### src/design/imu_regs_pkg.sv
// Register map, field layouts, carriers and timing constants of the IMU register bank.
package imu_regs_pkg;

   // Clock and sample timing.
   localparam int CLOCK_HZ = 40_000_000;
   localparam int CLOCK_PERIOD_PS = 25_000;
   localparam int SAMPLE_RATE_MILLI_SPS = 819_200;
   localparam longint PS_PER_KILOSECOND = longint'(1_000_000_000) * longint'(1_000_000);
   localparam longint SAMPLE_PERIOD_PS = PS_PER_KILOSECOND / SAMPLE_RATE_MILLI_SPS;
   localparam int SAMPLE_PERIOD_CYCLES = int'(SAMPLE_PERIOD_PS / CLOCK_PERIOD_PS);

   // Command durations.
   localparam int FLASH_BACKUP_MS = 75;
   localparam int FLASH_BACKUP_CYCLES = FLASH_BACKUP_MS * (CLOCK_HZ / 1000);
   localparam int SOFT_RESET_US = 200;
   localparam int SOFT_RESET_CYCLES = SOFT_RESET_US * (CLOCK_HZ / 1_000_000);
   localparam int CAL_RESTORE_US = 100;
   localparam int CAL_RESTORE_CYCLES = CAL_RESTORE_US * (CLOCK_HZ / 1_000_000);
   localparam int BIAS_CORRECT_US = 100;
   localparam int BIAS_CORRECT_CYCLES = BIAS_CORRECT_US * (CLOCK_HZ / 1_000_000);
   localparam int CONFIG_RELOAD_US = 50;
   localparam int CONFIG_RELOAD_CYCLES = CONFIG_RELOAD_US * (CLOCK_HZ / 1_000_000);
   localparam int CNT_W = 22;

   // Byte addresses of the low byte of each register.
   localparam logic [6:0] ADDR_RATE_X = 7'h04;
   localparam logic [6:0] ADDR_RATE_Y = 7'h06;
   localparam logic [6:0] ADDR_RATE_Z = 7'h08;
   localparam logic [6:0] ADDR_ACCEL_X = 7'h0A;
   localparam logic [6:0] ADDR_ACCEL_Y = 7'h0C;
   localparam logic [6:0] ADDR_ACCEL_Z = 7'h0E;
   localparam logic [6:0] ADDR_TEMPERATURE = 7'h18;
   localparam logic [6:0] ADDR_SYSTEM_COMMAND = 7'h3E;
   localparam logic [6:0] ADDR_LOT_CODE_LOW = 7'h52;
   localparam logic [6:0] ADDR_LOT_CODE_HIGH = 7'h54;
   localparam logic [6:0] ADDR_PRODUCT_CODE = 7'h56;
   localparam logic [6:0] ADDR_UNIT_SERIAL = 7'h58;

   // Fields of the system command register.
   localparam int CMD_BIAS = 0;
   localparam int CMD_CAL = 1;
   localparam int CMD_FLASH = 3;
   localparam int CMD_RESET = 7;
   localparam logic [7:0] CMD_MASK = 8'h8B;
   localparam logic [7:0] CMD_RESET_VALUE = 8'h00;
   localparam logic [15:0] WORD_ZERO = 16'h0000;

   // Fields of the serial frame.
   localparam int FRAME_WRITE_BIT = 15;
   localparam int FRAME_ADDR_MSB = 14;
   localparam int FRAME_ADDR_LSB = 8;

   typedef struct packed {
      logic [15:0] rate_x;
      logic [15:0] rate_y;
      logic [15:0] rate_z;
      logic [15:0] accel_x;
      logic [15:0] accel_y;
      logic [15:0] accel_z;
      logic [11:0] temperature;
   } sensor_frame_t;

   typedef struct packed {
      logic soft_reset;
      logic cal_restore;
      logic bias_correct;
      logic flash_backup;
      logic config_reload;
   } cmd_activity_t;

   typedef enum logic [2:0] {
      ST_IDLE = 3'h0,
      ST_RESET = 3'h1,
      ST_CAL = 3'h2,
      ST_BIAS = 3'h3,
      ST_FLASH = 3'h4,
      ST_RELOAD = 3'h5
   } cmd_state_t;

endpackage : imu_regs_pkg

### src/design/spi_word_port.sv
// Serial slave port in clock mode 3 that moves one word per frame.
`timescale 1ns/1ps
`default_nettype none
module spi_word_port #(
   parameter int WIDTH = 16
) (
   // Clock and reset.
   input wire logic clock,
   input wire logic nrst,
   // Serial pins.
   input wire logic sclk,
   input wire logic cs_n,
   input wire logic mosi,
   output var logic miso,
   // Word side.
   input wire logic [WIDTH-1:0] reply,
   output var logic frame_done,
   output var logic [WIDTH-1:0] frame_word
);
   localparam int CW = $clog2(WIDTH);

   logic [2:0] meta;
   logic [2:0] pins;
   logic [2:0] pins_prev;
   logic [WIDTH-1:0] shift_in;
   logic [WIDTH-1:0] next_shift_in;
   logic [WIDTH-1:0] shift_out;
   logic [WIDTH-1:0] next_shift_out;
   logic [WIDTH-1:0] next_frame_word;
   logic [WIDTH-1:0] source;
   logic [CW-1:0] count;
   logic [CW-1:0] next_count;
   logic next_miso;
   logic next_frame_done;
   logic cs_fall;
   logic sclk_rise;
   logic sclk_fall;

   // Pins are ordered sclk, cs_n, mosi; edges are judged on synchronised copies only.
   always_comb begin
      cs_fall = pins_prev[1] && !pins[1];
      sclk_rise = !pins_prev[2] && pins[2] && !pins[1];
      sclk_fall = pins_prev[2] && !pins[2] && !pins[1];
      source = (count == '0) ? reply : shift_out;
      next_shift_in = shift_in;
      next_shift_out = shift_out;
      next_count = count;
      next_miso = miso;
      next_frame_done = 1'b0;
      next_frame_word = frame_word;
      if (cs_fall) begin
         next_count = '0;
      end else if (sclk_fall) begin
         next_miso = source[WIDTH-1];
         next_shift_out = {source[WIDTH-2:0], 1'b0};
      end
      if (sclk_rise) begin
         next_shift_in = {shift_in[WIDTH-2:0], pins[0]};
         next_count = count + 1'b1;
         if (count == CW'(WIDTH - 1)) begin
            next_frame_done = 1'b1;
            next_frame_word = {shift_in[WIDTH-2:0], pins[0]};
         end
      end
   end

   always_ff @(posedge clock or negedge nrst) begin
      if (!nrst) begin
         meta <= 3'h6;
         pins <= 3'h6;
         pins_prev <= 3'h6;
         shift_in <= '0;
         shift_out <= '0;
         count <= '0;
         miso <= 1'b0;
         frame_done <= 1'b0;
         frame_word <= '0;
      end else begin
         meta <= {sclk, cs_n, mosi};
         pins <= meta;
         pins_prev <= pins;
         shift_in <= next_shift_in;
         shift_out <= next_shift_out;
         count <= next_count;
         miso <= next_miso;
         frame_done <= next_frame_done;
         frame_word <= next_frame_word;
      end
   end

endmodule : spi_word_port
`default_nettype wire

### src/design/sample_timer.sv
// Divider that gives a one-cycle sample enable once per sample period.
`timescale 1ns/1ps
`default_nettype none
module sample_timer #(
   parameter int PERIOD = 48_828
) (
   // Clock and reset.
   input wire logic clock,
   input wire logic nrst,
   // Control and enable.
   input wire logic hold,
   output var logic tick
);
   localparam int TW = $clog2(PERIOD + 1);

   logic [TW-1:0] count;
   logic [TW-1:0] next_count;
   logic next_tick;

   // Holding restarts the period so the first sample after a command is a full period late.
   always_comb begin
      next_tick = 1'b0;
      next_count = count + 1'b1;
      if (hold) begin
         next_count = '0;
      end else if (count == TW'(PERIOD - 1)) begin
         next_count = '0;
         next_tick = 1'b1;
      end
   end

   always_ff @(posedge clock or negedge nrst) begin
      if (!nrst) begin
         count <= '0;
         tick <= 1'b0;
      end else begin
         count <= next_count;
         tick <= next_tick;
      end
   end

endmodule : sample_timer
`default_nettype wire

### src/design/imu_output_and_command_registers.sv
// Output, command and identification registers of the inertial sensor behind its serial port.
//
// Contract
// - Rate words are 16-bit twos complement, 100 counts per deg/s, zero reads zero.
// - Rate x, y, z words answer at addresses 0x04, 0x06, 0x08.
// - Acceleration words are 16-bit twos complement, 4000 counts per g.
// - Acceleration x, y, z words answer at addresses 0x0A, 0x0C, 0x0E.
// - Temperature is 12-bit twos complement in low bits; upper four bits unused.
// - Temperature word answers at address 0x18, read only.
// - System command register at 0x3E is write only and resets to zero.
// - Writing one to a command bit starts it; the bit clears when done.
// - Command bit 7 requests a software reset of the device.
// - Command bit 3 copies the user configuration into flash.
// - Control registers reload from flash before any new samples appear; after nrst, sampling starts with no reload.
// - Bit 1 restores calibration, bit 0 corrects bias; other bits do nothing.
// - Product code at 0x56 is a fixed read-only word.
// - Lot words at 0x52 and 0x54 together form a 32-bit lot code.
// - Serial number at 0x58 sits in the low 12 bits, top four zero.
// - Sampling starts unaided and refreshes outputs at 819.2 samples per second.
// - Each register is two bytes: low byte at address, high at address plus one.
// - Flash backup runs only after calibration restore and bias correction finish.
`timescale 1ns/1ps
`default_nettype none
module imu_output_and_command_registers #(
   parameter int SAMPLE_CYCLES = imu_regs_pkg::SAMPLE_PERIOD_CYCLES,
   parameter int FLASH_CYCLES = imu_regs_pkg::FLASH_BACKUP_CYCLES,
   parameter int RESET_CYCLES = imu_regs_pkg::SOFT_RESET_CYCLES,
   parameter int CAL_CYCLES = imu_regs_pkg::CAL_RESTORE_CYCLES,
   parameter int BIAS_CYCLES = imu_regs_pkg::BIAS_CORRECT_CYCLES,
   parameter int RELOAD_CYCLES = imu_regs_pkg::CONFIG_RELOAD_CYCLES,
   // Identification values below are arbitrary.
   parameter logic [15:0] PRODUCT_CODE = 16'h5A17,
   parameter logic [15:0] LOT_CODE_LOW = 16'h1357,
   parameter logic [15:0] LOT_CODE_HIGH = 16'h2468,
   parameter logic [11:0] UNIT_SERIAL = 12'h001
) (
   // Clock and reset.
   input wire logic clock,
   input wire logic nrst,
   // Serial pins.
   input wire logic sclk,
   input wire logic cs_n,
   input wire logic mosi,
   output var logic miso,
   // Sensor front end.
   input wire imu_regs_pkg::sensor_frame_t sensor_data,
   // Command activity and sample strobe.
   output var imu_regs_pkg::cmd_activity_t activity,
   output var logic sample_strobe
);
   imu_regs_pkg::cmd_state_t state;
   imu_regs_pkg::cmd_state_t next_state;
   imu_regs_pkg::sensor_frame_t outs;
   imu_regs_pkg::sensor_frame_t next_outs;
   imu_regs_pkg::cmd_activity_t next_activity;
   logic [imu_regs_pkg::CNT_W-1:0] cnt;
   logic [imu_regs_pkg::CNT_W-1:0] next_cnt;
   logic [7:0] pend;
   logic [7:0] next_pend;
   logic [7:0] cmd_set;
   logic [7:0] cmd_clear;
   logic [15:0] reply;
   logic [15:0] next_reply;
   logic [15:0] frame_word;
   logic [6:0] frame_addr;
   logic [6:0] word_addr;
   logic frame_done;
   logic frame_read;
   logic frame_write;
   logic tick;
   logic busy;
   logic next_strobe;

   spi_word_port #(
      .WIDTH(16)
   ) u_port (
      .clock(clock),
      .nrst(nrst),
      .sclk(sclk),
      .cs_n(cs_n),
      .mosi(mosi),
      .miso(miso),
      .reply(reply),
      .frame_done(frame_done),
      .frame_word(frame_word)
   );

   // Sampling runs from reset without setup and pauses while a command is busy.
   sample_timer #(
      .PERIOD(SAMPLE_CYCLES)
   ) u_timer (
      .clock(clock),
      .nrst(nrst),
      .hold(busy),
      .tick(tick)
   );

   // Frame decode and register read path.
   always_comb begin
      frame_addr = frame_word[imu_regs_pkg::FRAME_ADDR_MSB:imu_regs_pkg::FRAME_ADDR_LSB];
      word_addr = {frame_addr[6:1], 1'b0};
      frame_read = frame_done && !frame_word[imu_regs_pkg::FRAME_WRITE_BIT];
      frame_write = frame_done && frame_word[imu_regs_pkg::FRAME_WRITE_BIT];
      busy = (state != imu_regs_pkg::ST_IDLE);
      next_reply = reply;
      if (frame_done) begin
         next_reply = imu_regs_pkg::WORD_ZERO;
      end
      if (frame_read) begin
         case (word_addr)
            imu_regs_pkg::ADDR_RATE_X: next_reply = outs.rate_x;
            imu_regs_pkg::ADDR_RATE_Y: next_reply = outs.rate_y;
            imu_regs_pkg::ADDR_RATE_Z: next_reply = outs.rate_z;
            imu_regs_pkg::ADDR_ACCEL_X: next_reply = outs.accel_x;
            imu_regs_pkg::ADDR_ACCEL_Y: next_reply = outs.accel_y;
            imu_regs_pkg::ADDR_ACCEL_Z: next_reply = outs.accel_z;
            imu_regs_pkg::ADDR_TEMPERATURE: next_reply = {4'h0, outs.temperature};
            imu_regs_pkg::ADDR_LOT_CODE_LOW: next_reply = LOT_CODE_LOW;
            imu_regs_pkg::ADDR_LOT_CODE_HIGH: next_reply = LOT_CODE_HIGH;
            imu_regs_pkg::ADDR_PRODUCT_CODE: next_reply = PRODUCT_CODE;
            imu_regs_pkg::ADDR_UNIT_SERIAL: next_reply = {4'h0, UNIT_SERIAL};
            default: next_reply = imu_regs_pkg::WORD_ZERO;
         endcase
      end
   end

   // Only the low byte of the command register holds live bits.
   always_comb begin
      cmd_set = 8'h00;
      if (frame_write && frame_addr == imu_regs_pkg::ADDR_SYSTEM_COMMAND) begin
         cmd_set = frame_word[7:0] & imu_regs_pkg::CMD_MASK;
      end
   end

   // Command sequencer and atomic sample update.
   always_comb begin
      next_state = state;
      next_outs = outs;
      next_strobe = 1'b0;
      cmd_clear = 8'h00;
      next_cnt = (cnt == '0) ? cnt : cnt - 1'b1;
      case (state)
         imu_regs_pkg::ST_IDLE: begin
            if (pend[imu_regs_pkg::CMD_RESET]) begin
               next_state = imu_regs_pkg::ST_RESET;
               next_cnt = imu_regs_pkg::CNT_W'(RESET_CYCLES - 1);
            end else if (pend[imu_regs_pkg::CMD_CAL]) begin
               next_state = imu_regs_pkg::ST_CAL;
               next_cnt = imu_regs_pkg::CNT_W'(CAL_CYCLES - 1);
            end else if (pend[imu_regs_pkg::CMD_BIAS]) begin
               next_state = imu_regs_pkg::ST_BIAS;
               next_cnt = imu_regs_pkg::CNT_W'(BIAS_CYCLES - 1);
            end else if (pend[imu_regs_pkg::CMD_FLASH]) begin
               next_state = imu_regs_pkg::ST_FLASH;
               next_cnt = imu_regs_pkg::CNT_W'(FLASH_CYCLES - 1);
            end else if (tick) begin
               next_outs = sensor_data;
               next_strobe = 1'b1;
            end
         end
         imu_regs_pkg::ST_RESET: begin
            next_outs = '0;
            if (cnt == '0) begin
               cmd_clear = imu_regs_pkg::CMD_MASK;
               next_state = imu_regs_pkg::ST_RELOAD;
               next_cnt = imu_regs_pkg::CNT_W'(RELOAD_CYCLES - 1);
            end
         end
         imu_regs_pkg::ST_CAL: begin
            if (cnt == '0) begin
               cmd_clear[imu_regs_pkg::CMD_CAL] = 1'b1;
               next_state = imu_regs_pkg::ST_IDLE;
            end
         end
         imu_regs_pkg::ST_BIAS: begin
            if (cnt == '0) begin
               cmd_clear[imu_regs_pkg::CMD_BIAS] = 1'b1;
               next_state = imu_regs_pkg::ST_IDLE;
            end
         end
         imu_regs_pkg::ST_FLASH: begin
            if (cnt == '0) begin
               cmd_clear[imu_regs_pkg::CMD_FLASH] = 1'b1;
               next_state = imu_regs_pkg::ST_RELOAD;
               next_cnt = imu_regs_pkg::CNT_W'(RELOAD_CYCLES - 1);
            end
         end
         imu_regs_pkg::ST_RELOAD: begin
            if (cnt == '0) begin
               next_state = imu_regs_pkg::ST_IDLE;
            end
         end
         default: begin
            next_state = imu_regs_pkg::ST_IDLE;
         end
      endcase
      // A bit written in the cycle it is cleared stays set.
      next_pend = (pend & ~cmd_clear) | cmd_set;
      next_activity.soft_reset = (next_state == imu_regs_pkg::ST_RESET);
      next_activity.cal_restore = (next_state == imu_regs_pkg::ST_CAL);
      next_activity.bias_correct = (next_state == imu_regs_pkg::ST_BIAS);
      next_activity.flash_backup = (next_state == imu_regs_pkg::ST_FLASH);
      next_activity.config_reload = (next_state == imu_regs_pkg::ST_RELOAD);
   end

   always_ff @(posedge clock or negedge nrst) begin
      if (!nrst) begin
         state <= imu_regs_pkg::ST_IDLE;
         cnt <= '0;
         pend <= imu_regs_pkg::CMD_RESET_VALUE;
         outs <= '0;
         reply <= imu_regs_pkg::WORD_ZERO;
         activity <= '0;
         sample_strobe <= 1'b0;
      end else begin
         state <= next_state;
         cnt <= next_cnt;
         pend <= next_pend;
         outs <= next_outs;
         reply <= next_reply;
         activity <= next_activity;
         sample_strobe <= next_strobe;
      end
   end
endmodule : imu_output_and_command_registers
`default_nettype wire

### config.mk
export PLATFORM = sky130hd
export DESIGN_NAME = imu_output_and_command_registers
export DESIGN_NICKNAME = d
export VERILOG_FILES = /design/src/design/imu_regs_pkg.sv /design/src/design/spi_word_port.sv /design/src/design/sample_timer.sv /design/src/design/imu_output_and_command_registers.sv
export SDC_FILE = /design/constraint.sdc
export NUM_CORES = 1
export LEC_CHECK = 0
export BUFFER_PORTS_ARGS = -buffer_cell sky130_fd_sc_hd__buf_2
export CAP_MARGIN = 10
export CORE_ASPECT_RATIO = 1.75
export CORE_MARGIN = 5
export CORE_UTILIZATION = 54
export CTS_BUF_LIST = sky130_fd_sc_hd__clkbuf_16
export CTS_CLUSTER_DIAMETER = 150
export DETAILED_ROUTE_END_ITERATION = 6
export HOLD_SLACK_MARGIN = 0.12
export PLACE_DENSITY = 0.77
export RECOVER_POWER = 100
export SYNTH_ARGS = -nofsm -noshare
export SYNTH_HDL_FRONTEND = slang
export SYNTH_HIERARCHICAL = 1
export SYNTH_SLANG_ARGS = --single-unit
### constraint.sdc
create_clock -name clock -period 2 [get_ports clock]
set_input_delay 0.4 -clock clock [delete_from_list [all_inputs] [get_ports clock]]
set_output_delay 0.4 -clock clock [all_outputs]
set_load 0.01 [all_outputs]
## Yosys cells after proc, flatten, opt, wreduce, memory -nomap -nowiden

Index checks and enable logic that the tools add are counted.

- Add/subtract/negate cells: 3
- Eq/ne operators: 29
- Mux-type cells: 46
- Bitwise gates (word level): 4
- Reductions and logical operators: 24

Operator list:

| operator | number |
|---|---|
| 108-bit two-way mux | 5 |
| 108-bit one-hot mux with 2 select lines | 1 |
| 16-bit one-hot mux with 11 select lines | 1 |
| 22-bit two-way mux | 6 |
| 16-bit two-way mux | 5 |
| 22-bit one-hot mux with 2 select lines | 1 |
| 6-bit by 3-bit equality test with 1-bit output (second input constant) | 4 |
| 6-bit equality test (second input constant) | 4 |
| 22-bit logical NOT | 1 |
| 22-bit by 1-bit subtractor with 22-bit output (second input constant) | 1 |
| 3-bit two-way mux | 6 |
| 16-bit by 1-bit adder with 16-bit output (second input constant) | 1 |
| 16-bit equality test (second input constant) | 1 |
| 8-bit two-way mux | 2 |
| 3-bit by 2-bit equality test with 1-bit output (second input constant) | 4 |
| 3-bit equality test (second input constant) | 4 |
| 6-bit by 2-bit equality test with 1-bit output (second input constant) | 2 |
| 1-bit two-way mux | 12 |
| 4-bit two-way mux | 3 |
| 3-bit one-hot mux with 3 select lines | 1 |
| 8-bit AND | 1 |
| 1-bit logical AND | 8 |
| 2-bit != test (second input constant) | 4 |
| 8-bit NOT | 1 |
| other kinds (18) | 27 |

- Register bits: 241
- Output and inout bits: 7

## Depth between registers and ports, before layout

Gate-level depths: netlist of run 1.

- Word-level depth: 7
- Mapped depth: 9
- Depth with buffers taken out: 9

## Modules after synthesis

The synthesis of run 1 kept the hierarchy.

By module, submodules not included:

| module | instances | cells an instance | area each (um^2) | sequential area each (um^2) |
|---|---|---|---|---|
| imu_output_and_command_registers | 1 | 832 | 8304.2 | 3978.8 |
| spi_word_port | 1 | 219 | 2381.0 | 1508.9 |
| sample_timer | 1 | 80 | 823.3 | 425.4 |

## Worst setup path after synthesis of run 1

Ideal clock, no wire load.

- Path type: reg2reg
- Start point: reg cnt[0] (netlist name)
- End point: reg pend[1]
- Arrival: 1969 ps
- Path slack: -90 ps
- Stages on the path, launching flop included: 9
- Period minus slack after synthesis: 2090 ps
- Cell sequence: dfrtp_1 > inv_1 > ha_1 > or4b_1 > buf_6 > nor3_4 > nand2_2 > or3_1 > a22o_1

- Cells in the longest elaborated chain, start to end: 6

RTL lines:

| what | RTL line | RTL |
|---|---|---|
| from (decl) | imu_output_and_command_registers.sv:56 | `logic [imu_regs_pkg::CNT_W-1:0] cnt;` |
| from (signal assigned) | imu_output_and_command_registers.sv:217 | `cnt <= next_cnt;` |
| 22-bit logical NOT (*) | imu_output_and_command_registers.sv:163, imu_output_and_command_registers.sv:170 |  |
| 1-bit two-way mux or 8-bit two-way mux (tied branches) | imu_output_and_command_registers.sv:170, imu_output_and_command_registers.sv:163 |  |
| 1-bit one-hot mux with 2 select lines (*) | imu_output_and_command_registers.sv:142 | `case (state)` |
| 8-bit NOT (*) | imu_output_and_command_registers.sv:198 | `next_pend = (pend & ~cmd_clear) \| cmd_set;` |
| 8-bit AND (*) | imu_output_and_command_registers.sv:198 |  |
| 8-bit OR (*) | imu_output_and_command_registers.sv:198 |  |
| net next_pend[1] | imu_output_and_command_registers.sv:59 | `logic [7:0] next_pend;` |
| to (signal assigned) | imu_output_and_command_registers.sv:210 | `pend <= imu_regs_pkg::CMD_RESET_VALUE;` |
| to (signal assigned) | imu_output_and_command_registers.sv:218 | `pend <= next_pend;` |
| to (decl) | imu_output_and_command_registers.sv:58 | `logic [7:0] pend;` |

Mark *: on every way through the listed nets, which the timed path passes. The rest lies on a longest branch.
A chain may end at the register's enable or synchronous reset.

## Final worst setup path of run 1

- Start point: reg cnt[1] (netlist name)
- End point: reg cnt[3] (netlist name)

- Cells in the longest elaborated chain, start to end: 7

RTL lines:

| what | RTL line | RTL |
|---|---|---|
| 22-bit by 1-bit subtractor with 22-bit output or 22-bit logical NOT (tied branches) | imu_output_and_command_registers.sv:141, imu_output_and_command_registers.sv:163, imu_output_and_command_registers.sv:182 |  |
| 22-bit two-way mux | imu_output_and_command_registers.sv:141 | `next_cnt = (cnt == '0) ? cnt : cnt - 1'b1;` |
| 22-bit two-way mux | imu_output_and_command_registers.sv:153 | `end else if (pend[imu_regs_pkg::CMD_FLASH]) begin` |
| 22-bit two-way mux | imu_output_and_command_registers.sv:150 | `end else if (pend[imu_regs_pkg::CMD_BIAS]) begin` |
| 22-bit two-way mux | imu_output_and_command_registers.sv:147 | `end else if (pend[imu_regs_pkg::CMD_CAL]) begin` |
| 22-bit two-way mux | imu_output_and_command_registers.sv:144 | `if (pend[imu_regs_pkg::CMD_RESET]) begin` |
| 22-bit one-hot mux with 2 select lines (*) | imu_output_and_command_registers.sv:142 |  |
| net next_cnt, one bit | imu_output_and_command_registers.sv:57 | `logic [imu_regs_pkg::CNT_W-1:0] next_cnt;` |

Marked as above.

==> metrics.md, run 1 <==
| Metric | Value |
|---|---|
| Status | `finished with violations` |
| Failing checks | `setup timing` |
| Post-Layout Cell Count | `around 1600` |
| Fin area | `13900 µm²` |
| Net load switching power | `around 0.0022 W` |
| Worst rel slew slack | `under 10%` |
| Fillers | `1647` |
| P_int | `0.00712 W` |
| Grt total ovfl | `0` |
| Placer Congestion | `between 0.9 and 1` |
| Reg2reg path depth | `9` |
| Ys Warns | `6` |
| Initial Util | `roughly 55%` |
| Largest net degree at the start of global routing | `56` |
| Clock latency on the worst-skew pair | `around 0.51 ns` |
| Fin crit period | `approximately 2.0 ns` |
| First-pass GRT wire length | `roughly 48000 µm` |
| Fmax achieved | `489 MHz` |
| Clock-pin slew on the worst setup and hold paths | `approximately 0.070 ns` |
| RR Endpoint | `cnt[3]$_DFF_PN0_` |
| Detailed Route Iter0 Violations | `666` |
| Syn_area_per_cell | `a little over 10 µm²` |
| DRC | `0` |
| Vias/cell | `roughly 5.6` |
| CP Launch Type | `register` |
| Global-route usage over all layers | `24.7%` |
| Placed Instances | `approximately 1500` |
| P&R area growth vs syn | `22.2%` |
| Share of total power in combinational logic | `around 5.7%` |
| H-tree depth | `1` |
| Max Slew Vio Count | `0` |
| # rows | `70` |
| Critical Path Sink Type | `register` |
| TritonRoute pass-1 iters | `5` |
| Core ar. | `around 21000 µm²` |
| Worst EP arrival | `approximately 2.4 ns` |
| Die H | `202 µm` |
| Hold depth | `3` |
| Initial antenna violation count | `0` |
| Worst-case clock buffer depth | `3` |
| DRT antenna net count | `0` |
| Critical Path End | `cnt[3]$_DFF_PN0_` |
| Sequential power share | `between 50% and 60%` |
| Final wirelength | `~30000 µm` |
| RSZ-0062 raised after global routing | `true` |
| Vias | `between 8000 and 9000` |
| CTS buffer count | `22` |
| Total power | `0.00933 W` |
| Antenna diodes | `0` |
| Post-synth net total | `roughly 1200` |
| Post-Place Cell Area | `between 10000 and 15000 µm²` |
| Nets | `roughly 1400` |
| Post-place setup slack | `-0.222 ns` |
| Reg2reg start | `cnt[1]$_DFF_PN0_` |
| Share of cells above drive strength 1 | `24.1%` |
| CP required | `between 2 and 2.5 ns` |
| Die X | `between 100 and 150 µm` |
| Actual slew at the worst max-slew pin | `roughly 1.4 ns` |
| Worst hold path class | `input port to register` |
| Clock share of power | `41.7%` |
| Period utilisation layout | `102%` |
| Crit. Startpoint | `cnt[1]$_DFF_PN0_` |
| CTS tree | `yes` |
| Final hold violation count | `0` |
| Post-Syn Area | `approximately 11000 µm²` |
| Clk_skew | `0.0193 ns` |
| Final setup vio count | `10` |
| Largest fanout on the critical path | `4` |
| Critical path type | `register to register` |
| Reg-to-reg setup timing slack | `-0.04 ns` |
| # IOs | `120` |
| Slack of the critical path | `-0.0430 ns` |
| Vias in the first global route | `about 9400` |
| Max-Cap Viols | `0` |
| Min Hold Slack | `0.129 ns` |
| # port buffers | `around 120` |
| Max rail drop VDD | `approximately 0.00076 V` |
| Cell area power density | `approximately 670 nW/µm²` |
| Leakage power | `around 7 nW` |
| Routed len/inst | `between 15 and 20 µm` |
| Clk root buf | `clkbuf_16` |
| Die area | `roughly 24000 µm²` |
| Sw Ratio | `23.7%` |
| Gate Count Post-Synth | `1123` |
| DP HPWL | `about 21000 µm` |
| CTS sink count | `~230` |
-- final cells by class --
type | count | area (µm²) | area share, %
sequential | 232 | 5810 | 41.9
multi-input combinational | 714 | 4910 | 35.3
inverter | 120 | 450 | 3.24
timing repair buffer | 232 | 1740 | 12.5
clock inverter | 17 | 82.6 | 0.595
tap | 252 | 315 | 2.27
clock buffer | 23 | 576 | 4.15
-- worst max-delay path, stage by stage (launching register included) --
cell and delay, ns:
dfrtp_1 0.39, inv_2 0.07, ha_4 0.14, or4b_4 0.50, nor3_4 0.24, buf_4 0.17, buf_6 0.09, a211o_4 0.11
xor2_1 0.17, nand2_2 0.06
-- layout by cell type, fill, tap and decap left out, drive strengths merged, types with 14 or more instances in the layout --
master,count
o21ai,24
a31oi,18
buf,209
dfrtp,226
o2bb2ai,16
nor2,56
clkbuf,42
xnor2,14
nor3,20
nand2,223
a21oi,22
mux2i,114
xor2,16
inv,123
nand3,23
-- repair_timing --
item	4_1_cts	5_1_grt
endpoints found under the hold margin	50	0
buffers inserted	4	5
pin swaps	8	8
hold buffers	4	0
cloned	4	4
gates resized for setup	20	44
setup endpoints to repair	22	136
-- layer usage --
| metal | share of wire, % | routed length [µm] | global-route usage, % | up-vias |
|---|---|---|---|---|
| met1 | 37 | 11300 | 28.1 | 4416 |
| met5 | 0 | 0 | 0 | - |
| met3 | 4.1 | 1240 | 2.80 | 86 |
| li1 | - | - | - | 4189 |
| met4 | 5.2 | 1580 | 11.6 | 0 |
| met2 | 53 | 16200 | 45.7 | 291 |
-- registers in the layout, summed over array words and instances (netlist names), 3 cells and up --
signal	cells
u_port/pins	3
cnt	22
reply	16
u_timer/count	16
pend	4
activity	5
u_port/count	4
u_port/shift_out	15
state	3
outs	108
u_port/shift_in	15
u_port/frame_word	12
u_port/meta	3
-- worst min-delay path by stage --
stage / startpoint / slack (ns) / endpoint
after CTS: sensor_data[74] / 0.12 / outs[74]$_DFFE_PN0P_
after global placement: u_port/meta[0]$_DFF_PN0_ / 0.34 / u_port/pins[0]$_DFF_PN0_
final: sensor_data[46] / 0.13 / outs[46]$_DFFE_PN0P_
after detailed placement: nrst / 0.35 / cnt[16]$_DFF_PN0_
after floorplan: nrst / 0.10 / activity[0]$_DFF_PN0_
after global routing: sensor_data[83] / 0.12 / outs[83]$_DFFE_PN0P_
-- power by group through the flow --
stage	Clock, W	Combinational [W]	Sequential (W)
CTS	0.00396	0.000552	0.00491
global route	0.00415	0.000613	0.00492
detailed placement	0	0.000540	0.00500
finish	0.00389	0.000534	0.00491
floorplan	0	0.000237	0.00497
global placement	0	0.000527	0.00499
-- through the flow --
| step | util, % | TNS (ns) |
|---|---|---|
| after floorplan | - | -0.0901 |
| after global placement | 61.7 | -1.12 |
| after detailed placement | 61.7 | -1.79 |
| after CTS | 66.1 | -1.81 |
| after global routing | 66.6 | -8.17 |
| final | 66.6 | -0.223 |
Note: power is estimated with default switching activity, not from simulation.
==> run 2, diff against run 1 <==
--- a/config.mk
+++ b/config.mk
@@ -14,7 +14,7 @@
 export CTS_CLUSTER_DIAMETER = 150
 export DETAILED_ROUTE_END_ITERATION = 6
 export HOLD_SLACK_MARGIN = 0.12
-export PLACE_DENSITY = 0.77
+export PLACE_DENSITY = 0.74
 export RECOVER_POWER = 100
 export SYNTH_ARGS = -nofsm -noshare
 export SYNTH_HDL_FRONTEND = slang
==> constraint.sdc (replaced) <==
create_clock -name clock -period 2.36 [get_ports clock]
set_input_delay 0.472 -clock clock [delete_from_list [all_inputs] [get_ports clock]]
set_output_delay 0.472 -clock clock [all_outputs]
set_load 0.01 [all_outputs]
==> run 2 against run 1 <==
Effect of this change:
- the run now ends clean
- clock skew decreased by 0.0068 ns
- via count decreased by 5.7%
- die area unchanged
- sequential power decreased by 15%
- cell area decreased by 5.3%
- sequential share of layout area increased by 2.3 points
- largest cell class unchanged
- highest routed layer unchanged
==> metrics.md, run 2 (synthesis results as in run 1) <==
| Metric | Value |
|---|---|
| P&R area growth vs syn | `15.7%` |
| Post-cts sizing count | `0 (-100%)` |
| Critical Path Sink Type | `register` |
| Largest register FFs | `108 (unchanged)` |
| Placer Congestion | `0.923 (-4.0%)` |
| Detailed Route Iter0 Violations | `565 (-15%)` |
| Worst hold path class | `input port to register` |
| RSZ-0062 raised after global routing | `false` |
| Initial Util | `54.5% (unchanged)` |
| Die H | `202 µm (unchanged)` |
| Largest stage delay, worst path | `0.73 ns (+0.23 ns)` |
| DRT antenna net count | `0 (unchanged)` |
| Slack of the critical path | `0.118 ns (+0.161 ns)` |
| Nets | `1374 (-4.6%)` |
| Worst-case clock buffer depth | `3 (unchanged)` |
| Global-route usage over all layers | `22.3% (-2.4 points)` |
| Post-place setup slack | `0.156 ns (+0.378 ns)` |
| Leakage power | `6.52 nW (-5.0%)` |
| TritonRoute pass-1 iters | `5 (unchanged)` |
| Worst EP arrival | `2.63 ns (+0.19 ns)` |
| Antenna diodes | `0 (unchanged)` |
| CP Launch Type | `register` |
| Die area | `24200 µm² (unchanged)` |
| # port buffers | `119 (unchanged)` |
| Total power | `0.00844 W (-9.6%)` |
| Slowest cell on crit path | `or3b_1` |
| Clk_skew | `0.0124 ns (-0.00682 ns)` |
| CTS tree | `yes` |
| Crit path cell chain | `or3b_1, nor2_8, mux2_1` |
| Final setup vio count | `0 (-10)` |
| Vias in the first global route | `8822 (-6.2%)` |
| CTS sink count | `232 (unchanged)` |
| CP required | `2.74 ns (+0.35 ns)` |
| DRC | `0 (unchanged)` |
| Max-Cap Viols | `0 (unchanged)` |
| Cell area power density | `642 nW/µm² (-4.5%)` |
| # IOs | `120 (unchanged)` |
| First-pass GRT wire length | `44100 µm (-8.5%)` |
| Routed len/inst | `17.5 µm (-8.2%)` |
| Final wirelength | `26600 µm (-12%)` |
| Die X | `120 µm (unchanged)` |
| Worst rel slew slack | `44.2% (+37 points)` |
| Clk root buf | `clkbuf_16` |
| H-tree depth | `1 (unchanged)` |
| CTS buffer count | `22 (unchanged)` |
| Max Slew Vio Count | `0 (unchanged)` |
| Reg-to-reg setup timing slack | `0.12 ns (+0.16 ns)` |
| Largest net degree at the start of global routing | `65 (+16%)` |
| Clock-pin slew on the worst setup and hold paths | `0.06 ns (about the same)` |
| Largest fanout on the critical path | `20 (+16)` |
| Critical path type | `register to register` |
| Register bank with the most flops | `outs` |
| Core ar. | `20800 µm² (unchanged)` |
| Status | `finished clean` |
| Fmax achieved | `446 MHz (-8.9%)` |
| Period utilisation layout | `95.0% (-7.1 points)` |
| # rows | `70 (unchanged)` |
| Max rail drop VDD | `0.000483 V (-36%)` |
| Share of cells above drive strength 1 | `18.0% (-6.1 points)` |
| Vias | `8473 (-5.7%)` |
| Fillers | `1721 (+4.5%)` |
| Vias/cell | `5.56 (-1.6%)` |
| Final TNS setup | `0 ns (+0.223 ns)` |
| Clock latency on the worst-skew pair | `0.51 ns (about the same)` |
| DP HPWL | `19000 µm (-11%)` |
| Most common cell after layout, fill and taps aside | `dfrtp_1` |
| Top flop regs | `outs (108), cnt (22)` |
| Fin crit period | `2.24 ns (+0.199 ns)` |
| Initial antenna violation count | `0 (unchanged)` |
| Actual slew at the worst max-slew pin | `0.836 ns (-0.558 ns)` |
| Grt total ovfl | `0 (unchanged)` |
| Final hold violation count | `0 (unchanged)` |
| Commonest cells after routing, fill and taps aside | `dfrtp_1 (226), nand2_1 (223), inv_1 (120), mux2i_1 (114), buf_2 (110)` |
[run 2: where the power goes]
| group | total [W] | switching [W] | internal, W |
|---|---|---|---|
| Sequential | 0.00416 | 0.0000679 | 0.00409 |
| Clock | 0.00385 | 0.00153 | 0.00232 |
| Combinational | 0.000436 | 0.000262 | 0.000174 |
[run 2: worst max-delay path: cells and delay by family (launching register included)]
family | cells | cell delay, ns
DFF | 1 | 0.63
muxes | 1 | 0.36
and+or+nand+nor | 2 | 1.12
[run 2: area by class of cell]
class	count	area (µm²)	share of cell area [%]
clock inverter	17	209	1.59
inverter	120	450	3.43
clock buffer	23	576	4.38
multi-input combinational	714	4780	36.3
timing repair buffer	166	1010	7.65
tap	252	315	2.40
sequential	232	5810	44.2
[run 2: path summary, 6_finish.rpt]
path	startpoint	to	cells past startpoint
setup reg to reg	u_port/pins[2]$_DFF_PN1_	u_port/frame_word[9]$_DFFE_PN0P_	3
hold reg to reg	u_port/meta[0]$_DFF_PN0_	u_port/pins[0]$_DFF_PN0_	0
min in group asynchronous	nrst	cnt[2]$_DFF_PN0_	2
max in group asynchronous	nrst	outs[12]$_DFFE_PN0P_	3
setup / recovery	u_port/pins[2]$_DFF_PN1_	u_port/frame_word[9]$_DFFE_PN0P_	3
hold / removal	sensor_data[13]	outs[13]$_DFFE_PN0P_	3
[run 2: repair_timing]
action,4_1_cts,5_1_grt
hold buffers,4,0
setup endpoints to repair,0,0
hold endpoints to repair,62,0
buffers inserted,0,0
[run 2: through the flow]
stage               instance area, µm²  instances  util [%]  hold WS, ns
detailed placement               12400       1480      59.5        0.343
floorplan                        11400       1123         -        0.176
CTS                              13200       1524      63.4        0.184
global route                     13100       1524      63.1        0.202
global placement                 12400       1480      59.5        0.332
finish                           13100       1524      63.1        0.196
[run 2: metal layers]
metal / track usage [%] / wire length, µm
met1: 27.4 / 10600
met2: 39.7 / 13800
met3: 2.35 / 1040
met4: 9.30 / 1150
met5: 0 / 0
==> run 3, diff against run 2 <==
--- a/config.mk
+++ b/config.mk
@@ -5,10 +5,11 @@
 export SDC_FILE = /design/constraint.sdc
 export NUM_CORES = 1
 export LEC_CHECK = 0
+export ABC_AREA = 1
 export BUFFER_PORTS_ARGS = -buffer_cell sky130_fd_sc_hd__buf_2
 export CAP_MARGIN = 10
 export CORE_ASPECT_RATIO = 1.75
-export CORE_MARGIN = 5
+export CORE_MARGIN = 8
 export CORE_UTILIZATION = 54
 export CTS_BUF_LIST = sky130_fd_sc_hd__clkbuf_16
 export CTS_CLUSTER_DIAMETER = 150
==> constraint.sdc (replaced) <==
create_clock -name clock -period 2.7 [get_ports clock]
set_input_delay 0.54 -clock clock [delete_from_list [all_inputs] [get_ports clock]]
set_output_delay 0.54 -clock clock [all_outputs]
set_load 0.01 [all_outputs]
==> run 3 against run 2 <==
Effect of this change:
- core utilization is 1.7 points lower
- largest power group unchanged
- synthesized area rose by 4.1%
- critical endpoint is now u_port/shift_out[12]$_DFFE_PN0P_
- largest cell class unchanged
- critical path type unchanged
- clock skew decreased by 0.0020 ns
==> metrics.md, run 3 <==
| Metric | Value |
|---|---|
| Largest stage delay, worst path | `0.97 ns (+0.24 ns)` |
| Nets | `1702 (+24%)` |
| Status | `finished clean` |
| Hold depth | `1 (-2)` |
| Gate Count Post-Synth | `1465 (+30%)` |
| Most common cell after layout, fill and taps aside | `nand2_1` |
| # IOs | `120 (unchanged)` |
| RSZ-0062 raised after global routing | `false` |
| Fin crit period | `2.26 ns (+0.0188 ns)` |
| Hold EP | `u_port/meta[0]$_DFF_PN0_` |
| CTS tree | `yes` |
| Critical Path Sink Type | `register` |
| Reg-to-reg setup timing slack | `0.44 ns (+0.32 ns)` |
| Reg2reg path depth | `5 (+2)` |
| Worst-case clock buffer depth | `3 (unchanged)` |
| Max-Cap Viols | `0 (unchanged)` |
| Clock latency on the worst-skew pair | `0.51 ns (about the same)` |
| Crit path max-delay family | `simple AND/OR/NAND/NOR gates` |
| Share of cells above drive strength 1 | `14.3% (-3.7 points)` |
| Fmax achieved | `442 MHz (-0.83%)` |
| Clk_skew | `0.0104 ns (-0.00203 ns)` |
| Largest register FFs | `108 (unchanged)` |
| H-tree depth | `1 (unchanged)` |
| Post-synth net total | `1583 (+28%)` |
| P&R area growth vs syn | `11.6%` |
| Slowest cell on crit path | `nor2_1` |
| DP HPWL | `24000 µm (+26%)` |
| CTS sink count | `232 (unchanged)` |
| Max rail drop VDD | `0.000457 V (-5.3%)` |
| DRT antenna net count | `0 (unchanged)` |
| Die area | `27100 µm² (+12%)` |
| Leakage power | `6.82 nW (+4.5%)` |
| DRC | `0 (unchanged)` |
| Routed len/inst | `17.2 µm (-1.5%)` |
| Initial antenna violation count | `0 (unchanged)` |
| Worst rel slew slack | `13.3% (-31 points)` |
| Commonest cells after routing, fill and taps aside | `nand2_1 (380), dfrtp_1 (226), inv_1 (173), nand3_1 (167), nor2_1 (165)` |
| Hold Path Origin | `mosi` |
| Final TNS setup | `0 ns (unchanged)` |
| Die X | `128 µm (+6.9%)` |
| Initial Util | `55.0% (+0.53 points)` |
| # rows | `71 (+1.4%)` |
| Final core utilization | `61.4% (-1.7 points)` |
| Actual slew at the worst max-slew pin | `1.30 ns (+0.459 ns)` |
| Max Slew Vio Count | `0 (unchanged)` |
| Crit path cell chain | `nand2_1, nor2_1, inv_2, nand2_1, nand2_1` |
| Die H | `212 µm (+4.9%)` |
| Final setup vio count | `0 (unchanged)` |
| # port buffers | `119 (unchanged)` |
| Worst path bufs/invs | `1 (+1)` |
| Worst hold path class | `input port to register` |
| RR Endpoint | `u_port/shift_out[12]$_DFFE_PN0P_` |
| Global-route usage over all layers | `24.4% (+2.1 points)` |
| Placer Congestion | `0.946 (+2.5%)` |
| CP Launch Type | `register` |
| Final wirelength | `32500 µm (+22%)` |
| Clock-pin slew on the worst setup and hold paths | `0.07 ns (about the same)` |
| Top flop regs | `outs (108), cnt (22)` |
| Reg2reg start | `u_port/pins_prev[2]$_DFF_PN1_` |
| CP required | `3.09 ns (+0.35 ns)` |
| Ys Warns | `6 (unchanged)` |
| Syn_area_per_cell | `8.08 µm² (-20%)` |
| Clk root buf | `clkbuf_16` |
| Vias/cell | `5.33 (-4.1%)` |
| Grt total ovfl | `0 (unchanged)` |
| Detailed Route Iter0 Violations | `754 (+33%)` |
| Critical Path Most Common Cell | `nand2_1` |
| Critical path type | `register to register` |
| Post-Syn Area | `11800 µm² (+4.1%)` |
| Vias | `10078 (+19%)` |
| Final hold violation count | `0 (unchanged)` |
| Largest net degree at the start of global routing | `110 (+69%)` |
| Largest fanout on the critical path | `17 (-15%)` |
| Vias in the first global route | `10336 (+17%)` |
| First-pass GRT wire length | `52400 µm (+19%)` |
| Worst EP arrival | `2.65 ns (+0.02 ns)` |
| CTS buffer count | `22 (unchanged)` |
| TritonRoute pass-1 iters | `7 (+2)` |
| Register bank with the most flops | `outs` |
| Antenna diodes | `0 (unchanged)` |
| Cell area power density | `545 nW/µm² (-15%)` |
| Core ar. | `21500 µm² (+3.1%)` |
| Period utilisation layout | `83.7% (-11 points)` |
[run 3: layer usage]
layer / global-route usage [%] / up-vias / share of wire (%)
met5: 0 / - / 0
met1: 25.8 / 4788 / 36
met2: 45.2 / 308 / 54
met4: 14.2 / 0 / 5.8
met3: 3.15 / 98 / 4.3
li1: - / 4884 / -
[run 3: cell type report]
type	count	area [µm²]
timing repair buffer	154	908
clock inverter	16	151
tap	292	365
sequential	232	5810
fill	1987	8300
inverter	178	676
clock buffer	23	576
multi-input combinational	996	4710
[run 3: per-stage QoR]
step	instances	cell area [µm²]	hold slack [ns]	power [W]	setup WS, ns
after global routing	1891	13200	0.124	0.00745	0.247
after global placement	1849	12700	0.334	0.00411	0.693
final	1891	13200	0.136	0.00720	0.439
after detailed placement	1849	12700	0.337	0.00411	0.645
after CTS	1891	13500	0.120	0.00726	0.617
after floorplan	1465	11800	0.244	0.00388	0.999
[run 3: where the power goes]
group          internal, W  leakage [nW]  switching, W
sequential         0.00357          2.62     0.0000633
clock              0.00183         0.369       0.00134
combinational     0.000150          3.83      0.000247
[run 3: how the worst max path moves through the flow]
stage                                            startpoint                          endpoint  slack (ns)  cells past startpoint
after floorplan                            cnt[0]$_DFF_PN0_                 pend[7]$_DFF_PN0_         1.0                      9
after global placement    u_port/frame_word[14]$_DFFE_PN0P_              reply[3]$_DFFE_PN0P_        0.69                      9
after detailed placement                 state[0]$_DFF_PN0_             outs[106]$_DFFE_PN0P_        0.64                     10
after CTS                 u_port/frame_word[14]$_DFFE_PN0P_              reply[3]$_DFFE_PN0P_        0.62                      9
after global routing                     state[0]$_DFF_PN0_             activity[4]$_DFF_PN0_        0.25                      8
final                         u_port/pins_prev[2]$_DFF_PN1_  u_port/shift_out[12]$_DFFE_PN0P_        0.44                      5
[run 3: worst reg2reg max path: cells and delay by family, from the launching register on]
| family | cells | cell delay (ns) |
|---|---|---|
| buf+inv | 1 | 0.36 |
| flops | 1 | 0.53 |
| simple gates | 4 | 1.26 |
[run 3: timing repair]
| item | 4_1_cts | 5_1_grt |
|---|---|---|
| hold buffers | 3 | 0 |
| resized for setup | 0 | 0 |
| endpoints found under the hold margin | 72 | 0 |
| buffers inserted | 0 | 0 |
